$ cat src/gpbc_regs.svh
// Register offsets, field positions, reset values and port C masks for the port B/C block
`ifndef GPBC_REGS_SVH
`define GPBC_REGS_SVH

// ----------------------------------------------------------------
// Register word indices (the byte address is four times the index)
// ----------------------------------------------------------------
`define GPBC_IDX_B_DIRECTION 12'h2C8
`define GPBC_IDX_B_PIN_STATE 12'h2CA
`define GPBC_IDX_B_OUTPUT_LATCH 12'h2CC
`define GPBC_IDX_B_OPEN_DRAIN 12'h2CE
`define GPBC_IDX_C_DIRECTION 12'h2D0
`define GPBC_IDX_C_PIN_STATE 12'h2D2
`define GPBC_IDX_C_OUTPUT_LATCH 12'h2D4
`define GPBC_IDX_C_OPEN_DRAIN 12'h2D6
`define GPBC_IDX_CONFIG 12'h2F0

// ----------------------------------------------------------------
// Reset values
// ----------------------------------------------------------------
`define GPBC_RST_DIRECTION 16'hFFFF
`define GPBC_RST_OPEN_DRAIN 16'h0000
`define GPBC_RST_LATCH 16'h0000

// ----------------------------------------------------------------
// Port C implemented-bit masks per package
// ----------------------------------------------------------------
`define GPBC_C_MASK_LARGE 16'hF01E
`define GPBC_C_MASK_MID 16'hF00A
`define GPBC_C_MASK_SMALL 16'hF000
`define GPBC_C_LINE12 4'd12
`define GPBC_C_LINE15 4'd15

// ----------------------------------------------------------------
// Configuration register fields and codes
// ----------------------------------------------------------------
`define GPBC_CFG_OSC_MODE_LSB 0
`define GPBC_CFG_PIN_FN_LSB 2
`define GPBC_CFG_PKG_LSB 4
`define GPBC_OSC_MODE_OFF 2'h3
`define GPBC_OSC_MODE_EXT 2'h0
`define GPBC_PIN_FN_IO 2'h3
`define GPBC_RST_CONFIG 6'h3F

`endif

$ cat src/gpbc_pkg.sv
// Types shared by the port B/C block
package gpbc_pkg;
   // Package variant, smallest to largest
   typedef enum logic [1:0] {
      GPBC_PKG_SMALL = 2'h0,
      GPBC_PKG_MID = 2'h1,
      GPBC_PKG_LARGE = 2'h2
   } gpbc_pkg_e;

   // Bus slave state
   typedef enum logic [2:0] {
      GPBC_ST_IDLE = 3'b001,
      GPBC_ST_ACK = 3'b010,
      GPBC_ST_WAIT = 3'b100
   } gpbc_state_e;

   typedef logic [15:0] gpbc_word_t;
endpackage : gpbc_pkg

$ cat src/gpbc_port_if.sv
// Interface carrying one port's register state to its pin stage
`timescale 1ns/1ps
interface gpbc_port_if #(parameter int WIDTH = 16);
   logic [WIDTH-1:0] direction;
   logic [WIDTH-1:0] latch;
   logic [WIDTH-1:0] open_drain;
   logic [WIDTH-1:0] enable_mask;
   logic [WIDTH-1:0] pin_sync;
   modport regs (output direction, output latch, output open_drain, output enable_mask, input pin_sync);
   modport pins (input direction, input latch, input open_drain, input enable_mask, output pin_sync);
endinterface : gpbc_port_if

$ cat src/gpbc_pin_stage.sv
// Pin driver and input synchroniser for one port
`timescale 1ns/1ps
module gpbc_pin_stage import gpbc_pkg::*; #(
   parameter int WIDTH = 16
) (
   input wire logic i_clk_sys,
   input wire logic i_rst_b,
   gpbc_port_if.pins port,
   input wire logic [WIDTH-1:0] i_pin,
   output logic [WIDTH-1:0] o_pin,
   output logic [WIDTH-1:0] o_pin_oe
);
   logic [WIDTH-1:0] meta;
   logic [WIDTH-1:0] sync;

   // ----------------------------------------------------------------
   // Two-stage input synchroniser
   // ----------------------------------------------------------------
   always_ff @(posedge i_clk_sys) begin
      if (!i_rst_b) begin
         meta <= '0;
         sync <= '0;
      end else begin
         meta <= i_pin;
         sync <= meta;
      end
   end
   assign port.pin_sync = sync;

   // ----------------------------------------------------------------
   // Output drive
   // ----------------------------------------------------------------
   // Open-drain only pulls low; a latch one releases the pin
   // Unavailable lines never drive, whatever software wrote
   always_ff @(posedge i_clk_sys) begin
      if (!i_rst_b) begin
         o_pin <= '0;
         o_pin_oe <= '0;
      end else begin
         o_pin <= port.latch & ~port.open_drain;
         o_pin_oe <= ~port.direction & port.enable_mask & ~(port.open_drain & port.latch);
      end
   end
endmodule : gpbc_pin_stage

$ cat src/gpbc_port_regs.sv
// Direction, latch and open-drain registers of one port
`timescale 1ns/1ps
`include "gpbc_regs.svh"
module gpbc_port_regs import gpbc_pkg::*; #(
   parameter int WIDTH = 16
) (
   input wire logic i_clk_sys,
   input wire logic i_rst_b,
   input wire logic [WIDTH-1:0] i_mask,
   input wire logic i_wr_dir,
   input wire logic i_wr_lat,
   input wire logic i_wr_od,
   input wire logic [WIDTH-1:0] i_wdata,
   input wire logic [WIDTH-1:0] i_wstrb,
   output logic [WIDTH-1:0] o_direction,
   output logic [WIDTH-1:0] o_latch,
   output logic [WIDTH-1:0] o_open_drain
);
   logic [WIDTH-1:0] wbits;

   // Only implemented, byte-enabled bits change
   assign wbits = i_wstrb & i_mask;

   // ----------------------------------------------------------------
   // Direction: all inputs after reset
   // ----------------------------------------------------------------
   always_ff @(posedge i_clk_sys) begin
      if (!i_rst_b) begin
         o_direction <= WIDTH'(`GPBC_RST_DIRECTION);
      end else if (i_wr_dir) begin
         o_direction <= (o_direction & ~wbits) | (i_wdata & wbits);
      end
   end

   // Latch: written through either pin-state or latch address
   always_ff @(posedge i_clk_sys) begin
      if (!i_rst_b) begin
         o_latch <= WIDTH'(`GPBC_RST_LATCH);
      end else if (i_wr_lat) begin
         o_latch <= (o_latch & ~wbits) | (i_wdata & wbits);
      end
   end

   // Open-drain: cleared on reset
   always_ff @(posedge i_clk_sys) begin
      if (!i_rst_b) begin
         o_open_drain <= WIDTH'(`GPBC_RST_OPEN_DRAIN);
      end else if (i_wr_od) begin
         o_open_drain <= (o_open_drain & ~wbits) | (i_wdata & wbits);
      end
   end
endmodule : gpbc_port_regs

$ cat src/gpbc_top.sv
// Two general-purpose I/O ports (B and C) behind a classic Wishbone slave
// Functional notes
// - Unimplemented port bits read zero and ignore writes.
// - Reset sets all direction bits to one and clears open-drain bits.
// - Port C lines 12 and 15 work only with oscillator mode 11 or 00.
// - Port C line 15 also needs oscillator pin function field equal 11.
// - Some port C bits exist only in the largest package.
// - Further port C bits are absent only in the smallest package.
//
// Decided for this implementation: the Wishbone register port.
`timescale 1ns/1ps
`include "gpbc_regs.svh"
module gpbc_top import gpbc_pkg::*; #(
   parameter int WIDTH = 16
) (
   input wire logic i_clk_sys,
   input wire logic i_rst_b,
   input wire logic i_wb_cyc,
   input wire logic i_wb_stb,
   input wire logic i_wb_we,
   input wire logic [13:0] i_wb_adr,
   input wire logic [3:0] i_wb_sel,
   input wire logic [31:0] i_wb_dat,
   output logic [31:0] o_wb_dat,
   output logic o_wb_ack,
   input wire logic [WIDTH-1:0] i_port_b,
   output logic [WIDTH-1:0] o_port_b,
   output logic [WIDTH-1:0] o_port_b_oe,
   input wire logic [WIDTH-1:0] i_port_c,
   output logic [WIDTH-1:0] o_port_c,
   output logic [WIDTH-1:0] o_port_c_oe
);
   gpbc_port_if #(.WIDTH(WIDTH)) b_if ();
   gpbc_port_if #(.WIDTH(WIDTH)) c_if ();

   gpbc_state_e state;
   logic [5:0] config_reg;
   logic [1:0] primary_osc_mode_cfg;
   logic [1:0] osc_pin_function_cfg;
   gpbc_pkg_e pkg_sel;
   logic [WIDTH-1:0] c_pkg_mask;
   logic [WIDTH-1:0] c_mask;
   logic line12_ok;
   logic line15_ok;
   logic [11:0] idx;
   logic req;
   logic wr;
   logic [WIDTH-1:0] wstrb;
   logic [WIDTH-1:0] io_b_direction;
   logic [WIDTH-1:0] io_b_output_latch;
   logic [WIDTH-1:0] io_b_open_drain;
   logic [WIDTH-1:0] io_c_direction;
   logic [WIDTH-1:0] io_c_output_latch;
   logic [WIDTH-1:0] io_c_open_drain;
   logic [WIDTH-1:0] io_b_pin_state;
   logic [WIDTH-1:0] io_c_pin_state;
   logic [31:0] next_rdata;

   // ----------------------------------------------------------------
   // Bus decode
   // ----------------------------------------------------------------
   // Word index sits above the two byte bits
   assign idx = i_wb_adr[13:2];
   assign req = i_wb_cyc & i_wb_stb & (state == GPBC_ST_IDLE);
   assign wr = req & i_wb_we;
   // Only the low two lanes carry data; upper lanes are ignored
   assign wstrb = {{8{i_wb_sel[1]}}, {8{i_wb_sel[0]}}};

   // Single-cycle ack, then one idle cycle before the next request
   always_ff @(posedge i_clk_sys) begin
      if (!i_rst_b) begin
         state <= GPBC_ST_IDLE;
      end else begin
         case (state)
            GPBC_ST_IDLE: begin
               if (req) begin
                  state <= GPBC_ST_ACK;
               end
            end
            GPBC_ST_ACK: begin
               state <= GPBC_ST_WAIT;
            end
            GPBC_ST_WAIT: begin
               state <= GPBC_ST_IDLE;
            end
            default: begin
               state <= GPBC_ST_IDLE;
            end
         endcase
      end
   end
   assign o_wb_ack = (state == GPBC_ST_ACK);

   // ----------------------------------------------------------------
   // Configuration register (oscillator fields and package)
   // ----------------------------------------------------------------
   // Reset default enables every line, largest package
   always_ff @(posedge i_clk_sys) begin
      if (!i_rst_b) begin
         config_reg <= `GPBC_RST_CONFIG;
      end else if (wr && idx == `GPBC_IDX_CONFIG && i_wb_sel[0]) begin
         config_reg <= i_wb_dat[5:0];
      end
   end
   assign primary_osc_mode_cfg = config_reg[`GPBC_CFG_OSC_MODE_LSB +: 2];
   assign osc_pin_function_cfg = config_reg[`GPBC_CFG_PIN_FN_LSB +: 2];
   // Code 3 has no package; treat it as the largest
   assign pkg_sel = (config_reg[`GPBC_CFG_PKG_LSB +: 2] == 2'h3) ? GPBC_PKG_LARGE
                                                               : gpbc_pkg_e'(config_reg[`GPBC_CFG_PKG_LSB +: 2]);

   // ----------------------------------------------------------------
   // Port C availability
   // ----------------------------------------------------------------
   always_comb begin
      case (pkg_sel)
         GPBC_PKG_SMALL: c_pkg_mask = WIDTH'(`GPBC_C_MASK_SMALL);
         GPBC_PKG_MID: c_pkg_mask = WIDTH'(`GPBC_C_MASK_MID);
         GPBC_PKG_LARGE: c_pkg_mask = WIDTH'(`GPBC_C_MASK_LARGE);
         default: c_pkg_mask = WIDTH'(`GPBC_C_MASK_LARGE);
      endcase
   end

   // Lines 12 and 15 are shared with the oscillator pins
   assign line12_ok = (primary_osc_mode_cfg == `GPBC_OSC_MODE_OFF) ||
                      (primary_osc_mode_cfg == `GPBC_OSC_MODE_EXT);
   assign line15_ok = line12_ok && (osc_pin_function_cfg == `GPBC_PIN_FN_IO);

   always_comb begin
      c_mask = c_pkg_mask;
      c_mask[`GPBC_C_LINE12] = c_pkg_mask[`GPBC_C_LINE12] & line12_ok;
      c_mask[`GPBC_C_LINE15] = c_pkg_mask[`GPBC_C_LINE15] & line15_ok;
   end

   // ----------------------------------------------------------------
   // Port registers
   // ----------------------------------------------------------------
   // Pin-state writes land in the latch, like latch writes
   gpbc_port_regs #(.WIDTH(WIDTH)) u_regs_b (
      .i_clk_sys(i_clk_sys),
      .i_rst_b(i_rst_b),
      .i_mask({WIDTH{1'b1}}),
      .i_wr_dir(wr && idx == `GPBC_IDX_B_DIRECTION),
      .i_wr_lat(wr && (idx == `GPBC_IDX_B_OUTPUT_LATCH || idx == `GPBC_IDX_B_PIN_STATE)),
      .i_wr_od(wr && idx == `GPBC_IDX_B_OPEN_DRAIN),
      .i_wdata(i_wb_dat[WIDTH-1:0]),
      .i_wstrb(wstrb),
      .o_direction(io_b_direction),
      .o_latch(io_b_output_latch),
      .o_open_drain(io_b_open_drain)
   );

   // Port C writes are masked by the package only, so lines 12 and 15
   // keep their settings while the oscillator borrows the pins
   gpbc_port_regs #(.WIDTH(WIDTH)) u_regs_c (
      .i_clk_sys(i_clk_sys),
      .i_rst_b(i_rst_b),
      .i_mask(c_pkg_mask),
      .i_wr_dir(wr && idx == `GPBC_IDX_C_DIRECTION),
      .i_wr_lat(wr && (idx == `GPBC_IDX_C_OUTPUT_LATCH || idx == `GPBC_IDX_C_PIN_STATE)),
      .i_wr_od(wr && idx == `GPBC_IDX_C_OPEN_DRAIN),
      .i_wdata(i_wb_dat[WIDTH-1:0]),
      .i_wstrb(wstrb),
      .o_direction(io_c_direction),
      .o_latch(io_c_output_latch),
      .o_open_drain(io_c_open_drain)
   );

   assign b_if.direction = io_b_direction;
   assign b_if.latch = io_b_output_latch;
   assign b_if.open_drain = io_b_open_drain;
   assign b_if.enable_mask = {WIDTH{1'b1}};
   assign c_if.direction = io_c_direction;
   assign c_if.latch = io_c_output_latch;
   assign c_if.open_drain = io_c_open_drain;
   assign c_if.enable_mask = c_mask;

   // ----------------------------------------------------------------
   // Pin stages
   // ----------------------------------------------------------------
   gpbc_pin_stage #(.WIDTH(WIDTH)) u_pins_b (
      .i_clk_sys(i_clk_sys),
      .i_rst_b(i_rst_b),
      .port(b_if),
      .i_pin(i_port_b),
      .o_pin(o_port_b),
      .o_pin_oe(o_port_b_oe)
   );

   gpbc_pin_stage #(.WIDTH(WIDTH)) u_pins_c (
      .i_clk_sys(i_clk_sys),
      .i_rst_b(i_rst_b),
      .port(c_if),
      .i_pin(i_port_c),
      .o_pin(o_port_c),
      .o_pin_oe(o_port_c_oe)
   );

   assign io_b_pin_state = b_if.pin_sync;
   // Unavailable port C lines read zero
   assign io_c_pin_state = c_if.pin_sync & c_mask;

   // ----------------------------------------------------------------
   // Read mux
   // ----------------------------------------------------------------
   // Unmapped addresses read zero and still ack, so software never hangs
   always_comb begin
      next_rdata = 32'h0000_0000;
      case (idx)
         `GPBC_IDX_B_DIRECTION: next_rdata[WIDTH-1:0] = io_b_direction;
         `GPBC_IDX_B_PIN_STATE: next_rdata[WIDTH-1:0] = io_b_pin_state;
         `GPBC_IDX_B_OUTPUT_LATCH: next_rdata[WIDTH-1:0] = io_b_output_latch;
         `GPBC_IDX_B_OPEN_DRAIN: next_rdata[WIDTH-1:0] = io_b_open_drain;
         `GPBC_IDX_C_DIRECTION: next_rdata[WIDTH-1:0] = io_c_direction & c_mask;
         `GPBC_IDX_C_PIN_STATE: next_rdata[WIDTH-1:0] = io_c_pin_state;
         `GPBC_IDX_C_OUTPUT_LATCH: next_rdata[WIDTH-1:0] = io_c_output_latch & c_mask;
         `GPBC_IDX_C_OPEN_DRAIN: next_rdata[WIDTH-1:0] = io_c_open_drain & c_mask;
         `GPBC_IDX_CONFIG: next_rdata[5:0] = config_reg;
         default: next_rdata = 32'h0000_0000;
      endcase
   end

   // Read data registered with the request edge, valid with ack
   always_ff @(posedge i_clk_sys) begin
      if (!i_rst_b) begin
         o_wb_dat <= 32'h0000_0000;
      end else if (req) begin
         o_wb_dat <= i_wb_we ? 32'h0000_0000 : next_rdata;
      end
   end
endmodule : gpbc_top

$ cat config.mk
export PLATFORM = sky130hd
export DESIGN_NAME = gpbc_top
export DESIGN_NICKNAME = d
export VERILOG_FILES = /design/src/gpbc_pkg.sv /design/src/gpbc_port_if.sv /design/src/gpbc_pin_stage.sv /design/src/gpbc_port_regs.sv /design/src/gpbc_top.sv
export VERILOG_INCLUDE_DIRS = /design/src /design/src/src
export SDC_FILE = /design/constraint.sdc
export NUM_CORES = 1
export LEC_CHECK = 0
export ABC_AREA = 1
export BUFFER_PORTS_ARGS = -buffer_cell sky130_fd_sc_hd__clkbuf_2
export CORE_MARGIN = 4
export CORE_UTILIZATION = 54
export DETAILED_ROUTE_END_ITERATION = 12
export PLACE_DENSITY_LB_ADDON = 0.08
export SYNTH_ARGS = -nofsm -noshare
export SYNTH_HDL_FRONTEND = slang
export SYNTH_SLANG_ARGS = --single-unit
$ cat constraint.sdc
create_clock -name i_clk_sys -period 1.8 [get_ports i_clk_sys]
set_input_delay 0.09 -clock i_clk_sys [delete_from_list [all_inputs] [get_ports i_clk_sys]]
set_output_delay 0.09 -clock i_clk_sys [all_outputs]
set_load 0.05 [all_outputs]
# Word level (Yosys, flattened, before mapping)
# Cells that the tools add are included.
# word_totals
register_bits,265
elab_cells,93
# classes
n_eq_ne,16
n_mux,7
bitwise,39
reduce_logical,14
# op_table
operator,n
16-bit AND,20
16-bit inverter,8
12-bit by 10-bit equality test with 1-bit output (second input constant),9
16-bit OR,6
10-bit one-hot mux with 8 select lines,1
6-bit one-hot mux with 9 select lines,1
16-bit two-way mux,1
5-bit one-hot mux with 2 select lines,1
1-bit logical AND,9
2-bit equality test (second input constant),3
3-bit one-hot mux with 2 select lines,1
2-bit zero test,2
1-bit AND,3
3-bit by 1-bit equality test with 1-bit output (second input constant),1
3-bit by 2-bit equality test with 1-bit output (second input constant),1
1-bit logical OR,3
3-bit two-way mux,1
1-bit AND (first input constant),2
2-bit by 1-bit equality test with 1-bit output (second input constant),1
2-bit two-way mux,1
2-bit != test (second input constant),1

# Depth between registers and ports, before layout
# depth
word_depth,8
mapped_depth,12
depth_no_buf,11

# Cells and area by module
# Synthesis repeated with hierarchy kept, for this count alone.
# unflattened
hier_cells,1582
area_unflattened_um2,11064.4
# by_module_without_submodules
mod,n_inst,cells_per_inst,area_each_um2,seq_area_each_um2
gpbc_port_regs,2,314,2134.5,960.9
gpbc_pin_stage,2,247,2108.3,1281.2
gpbc_top,1,460,2578.7,500.5

# Least setup slack after synthesis
# No wires, ideal clock.
# synth_path
path_type,register to output
start,register state[1]
end,output o_wb_ack
arrival_time_ns,1.416
required_ns,1.710
slack_ns,0.294
path_stages_with_launch,3
cell_sequence,dfxtp_1 -> inv_1 -> nor3_1
# synth_between
elab_chain_len,1
# synth_rtl
element,line_no,source
from (decl),gpbc_top.sv:36,gpbc_state_e state;
from (signal assigned),gpbc_top.sv:72,state <= GPBC_ST_IDLE;
from (signal assigned),gpbc_top.sv:77,state <= GPBC_ST_ACK;
from (signal assigned),gpbc_top.sv:81,state <= GPBC_ST_WAIT;
3-bit by 2-bit equality test with 1-bit output,gpbc_top.sv:92,assign o_wb_ack = (state == GPBC_ST_ACK);
to (decl),gpbc_top.sv:25,"output logic o_wb_ack,"
# Every way passes these cells.

==> run_results.csv <==
group,metric,value,unit
clocking,cts_max_level,4,
global_routing,antenna_found_initial,0,
global_routing,grt-ovfl-total,0,
routing,avgViaCountPerCell,4.96,
sta,hold_viol,0,
place,place.gp.congestion,0.861,
synth,synth_edf_count,0,
clocking,ctsLongestPathBuffers,2,
synth,synth_most_common_cell,"nand2_1",
sta,rsz0062_at_grt,"true",
clocking,clkSinkCount,193,
power_and_ir_drop,pwr_density_cell,937,nW/um^2
place,dp.cells,1292,
sta,max_slew_margin,0.538,
sta,fin_crit,1.64,ns
routing,postRouteAntennaNets,0,
floorplan,die_area,16900,um^2
synth,ys_dominant_reg_cell,"dfxtp_1",
worst_setup_path,cp-end-kind,"register",
synth,synthTopCellsByArea,"dfxtp_1 (48%), nand2_1 (12%), inv_1 (5.5%)",
final_layout,areaGrowthSynthToFinish,22.0,%
clocking,clk_latency,0.43,ns
clocking,cts_buffers,17,
clocking,root_buffer,"clkbuf_16",
synth,syn_area_per_cell,7.93,um^2
final_layout,final.fill_count,1207,
sta,fmax,0.611,GHz
status,status,"finished, final reports clean",
global_routing,gr-usage-all-layers,0.238,
sta,worstMarginPinSlew,0.693,ns
sta,finalSetupViolations,0,
synth,ys_ff_latch,193,
sta,maxSlewViolCount,0,
worst_setup_path,r2r-start,"state[1]",
floorplan,rows,44,
synth,synth_cell_types,39,
final_layout,nets,1258,
worst_setup_path,worst_setup_path_start_kind,"register",
place,portBuffers,123,
power_and_ir_drop,total_leakage_power,0.00494,uW
synth,yosysTopAreaCellShare,0.482,
job,cap_violations,0,
worst_setup_path,cp_max_fo,8,
worst_setup_path,rr_worst_depth,8,
worst_setup_path,critical_path_arrival,2.00,ns
floorplan,die_h,130,um
routing,drtIter0Drc,572,
final_layout,stdcell_count,1368,
power_and_ir_drop,p_total,9150,uW
floorplan,ios,184,
synth,netlist_instances,1011,
clocking,cts_tree,"done",
synth,synth_common_cells,"nand2_1 (251), dfxtp_1 (193), inv_1 (118)",
final_layout,drive_gt1_frac,0.209,
routing,routed_wl,20100,um
min_path,hold_path_class,"in -> reg",
global_routing,grt_first_pass_wirelength,31200,um
synth,synth.cell_area,8020,um^2
floorplan,start_util,0.551,
sta,fin_skew,0.0106,ns
worst_setup_path,required,2.16,ns
final_layout,n_antenna_cell,0,
sta,setup_ws,0.164,ns
global_routing,grt_pass1_vias,6205,
routing,vias,6790,
global_routing,grt_start_max_net_pins,115,
clocking,clk_pin_slew,0.07,ns
place,dp_hpwl,13800,um
worst_setup_path,critical_path_class,"reg -> reg",
synth,synth_seq_area_share,0.482,
routing,avgRoutedWirePerCell,14.7,um
sta,finalCritPeriodShare,0.909,
place,pre_cts_ws,0.0955,ns
synth,synth_largest_area_cell,"dfxtp_1",
synth,synthArstFlopShare,0,
floorplan,coreArea,14500,um^2
floorplan,fp.dieW,130,um
routing,drt_first_pass_iters,6,
worst_setup_path,r2r_slack,0.16,ns
power_and_ir_drop,peakVddDrop,0.875,mV
min_path,hold_path_depth,3,
routing,drc_errors,0,
worst_setup_path,startpoint,"state[1]",
synth,ys_warn_count,0,
power breakdown:
part,internal [uW],switching (uW)
Sequential,4320,17.5
Clock,2530,1700
Combinational,172,419
repair_timing:
item                                    CTS  global route
endpoints found under the setup margin    0            61
buffers inserted                          0             6
hold buffers                             38             0
hold endpoints to repair                 53             0
gates resized for setup                   0             7
kinds of logic after synthesis:
group	share of synthesized area
simple gates	0.261
other cells	0.000468
compound gates	0.135
flops	0.482
buf+inv	0.121
critical path, stage by stage, from the launching register on:
cell     delay (ns)
dfxtp_1        0.34
nor3_4         0.21
nand3_4        0.15
nor2_4         0.16
nand2_2        0.10
nor2_4         0.25
buf_4          0.17
o21ai_1        0.05
a21oi_1        0.15
cell usage in the layout, fill, tap and decap left out, types with 3 or more instances in the layout:
cell / instances
nor2_2: 6
clkbuf_16: 17
o21ai_0: 43
a211oi_1: 20
nor3_1: 17
a21oi_1: 64
nand3_1: 46
buf_12: 4
a2111oi_0: 4
conb_1: 32
nand2_4: 4
nand4_1: 7
nor2_4: 10
inv_1: 117
nand2_2: 11
inv_2: 13
nor2_1: 68
buf_4: 16
o211ai_1: 22
o211ai_2: 8
o21ai_1: 10
nand2_1: 251
bufinv_16: 5
clkbuf_2: 122
dfxtp_1: 192
dlygate4sd3_1: 38
nor2_8: 6
nand3_2: 4
clkinv_4: 4
clkinvlp_4: 3
final cells by class:
| class | instances | area, um^2 | share of cell area |
|---|---|---|---|
| Multi-Input combinational cell | 647 | 3320 | 0.340 |
| Clock buffer | 18 | 439 | 0.0449 |
| Inverter | 132 | 497 | 0.0508 |
| Clock inverter | 14 | 233 | 0.0238 |
| Timing Repair Buffer | 180 | 1190 | 0.122 |
| Sequential cell | 193 | 3860 | 0.395 |
| Tap cell | 184 | 230 | 0.0236 |
how the worst min path moves through the flow:
| stage | to | slack, ns | startpoint |
|---|---|---|---|
| floorplan | u_pins_b.meta[13] | 0.18 | i_port_b[13] |
| global placement | u_pins_c.meta[4] | 0.27 | i_port_c[4] |
| detailed placement | u_pins_b.meta[13] | 0.27 | i_port_b[13] |
| CTS | register | 0.003 | i_wb_dat[1] |
| global route | register | 0.02 | i_wb_dat[1] |
| finish | register | 0.007 | i_wb_dat[1] |
per-stage QoR:
step	cell area, um^2	setup TNS (ns)	hold slack (ns)	util
after floorplan	8130	0	0.183	-
after global placement	8630	0	0.271	0.594
after detailed placement	8630	0	0.270	0.594
after CTS	9680	0	0.00344	0.666
after global routing	9780	-0.00348	0.0218	0.673
final	9780	0	0.00716	0.673
routing by layer:
metal / global-route usage / up-vias / part of all wire
li1: - / 3486 / -
met1: 0.310 / 3089 / 0.45
met2: 0.402 / 191 / 0.49
met3: 0.0516 / 24 / 0.049
met4: 0.0605 / 0 / 0.016
met5: 0 / - / 0
Note: power is estimated with default switching activity, not from simulation.
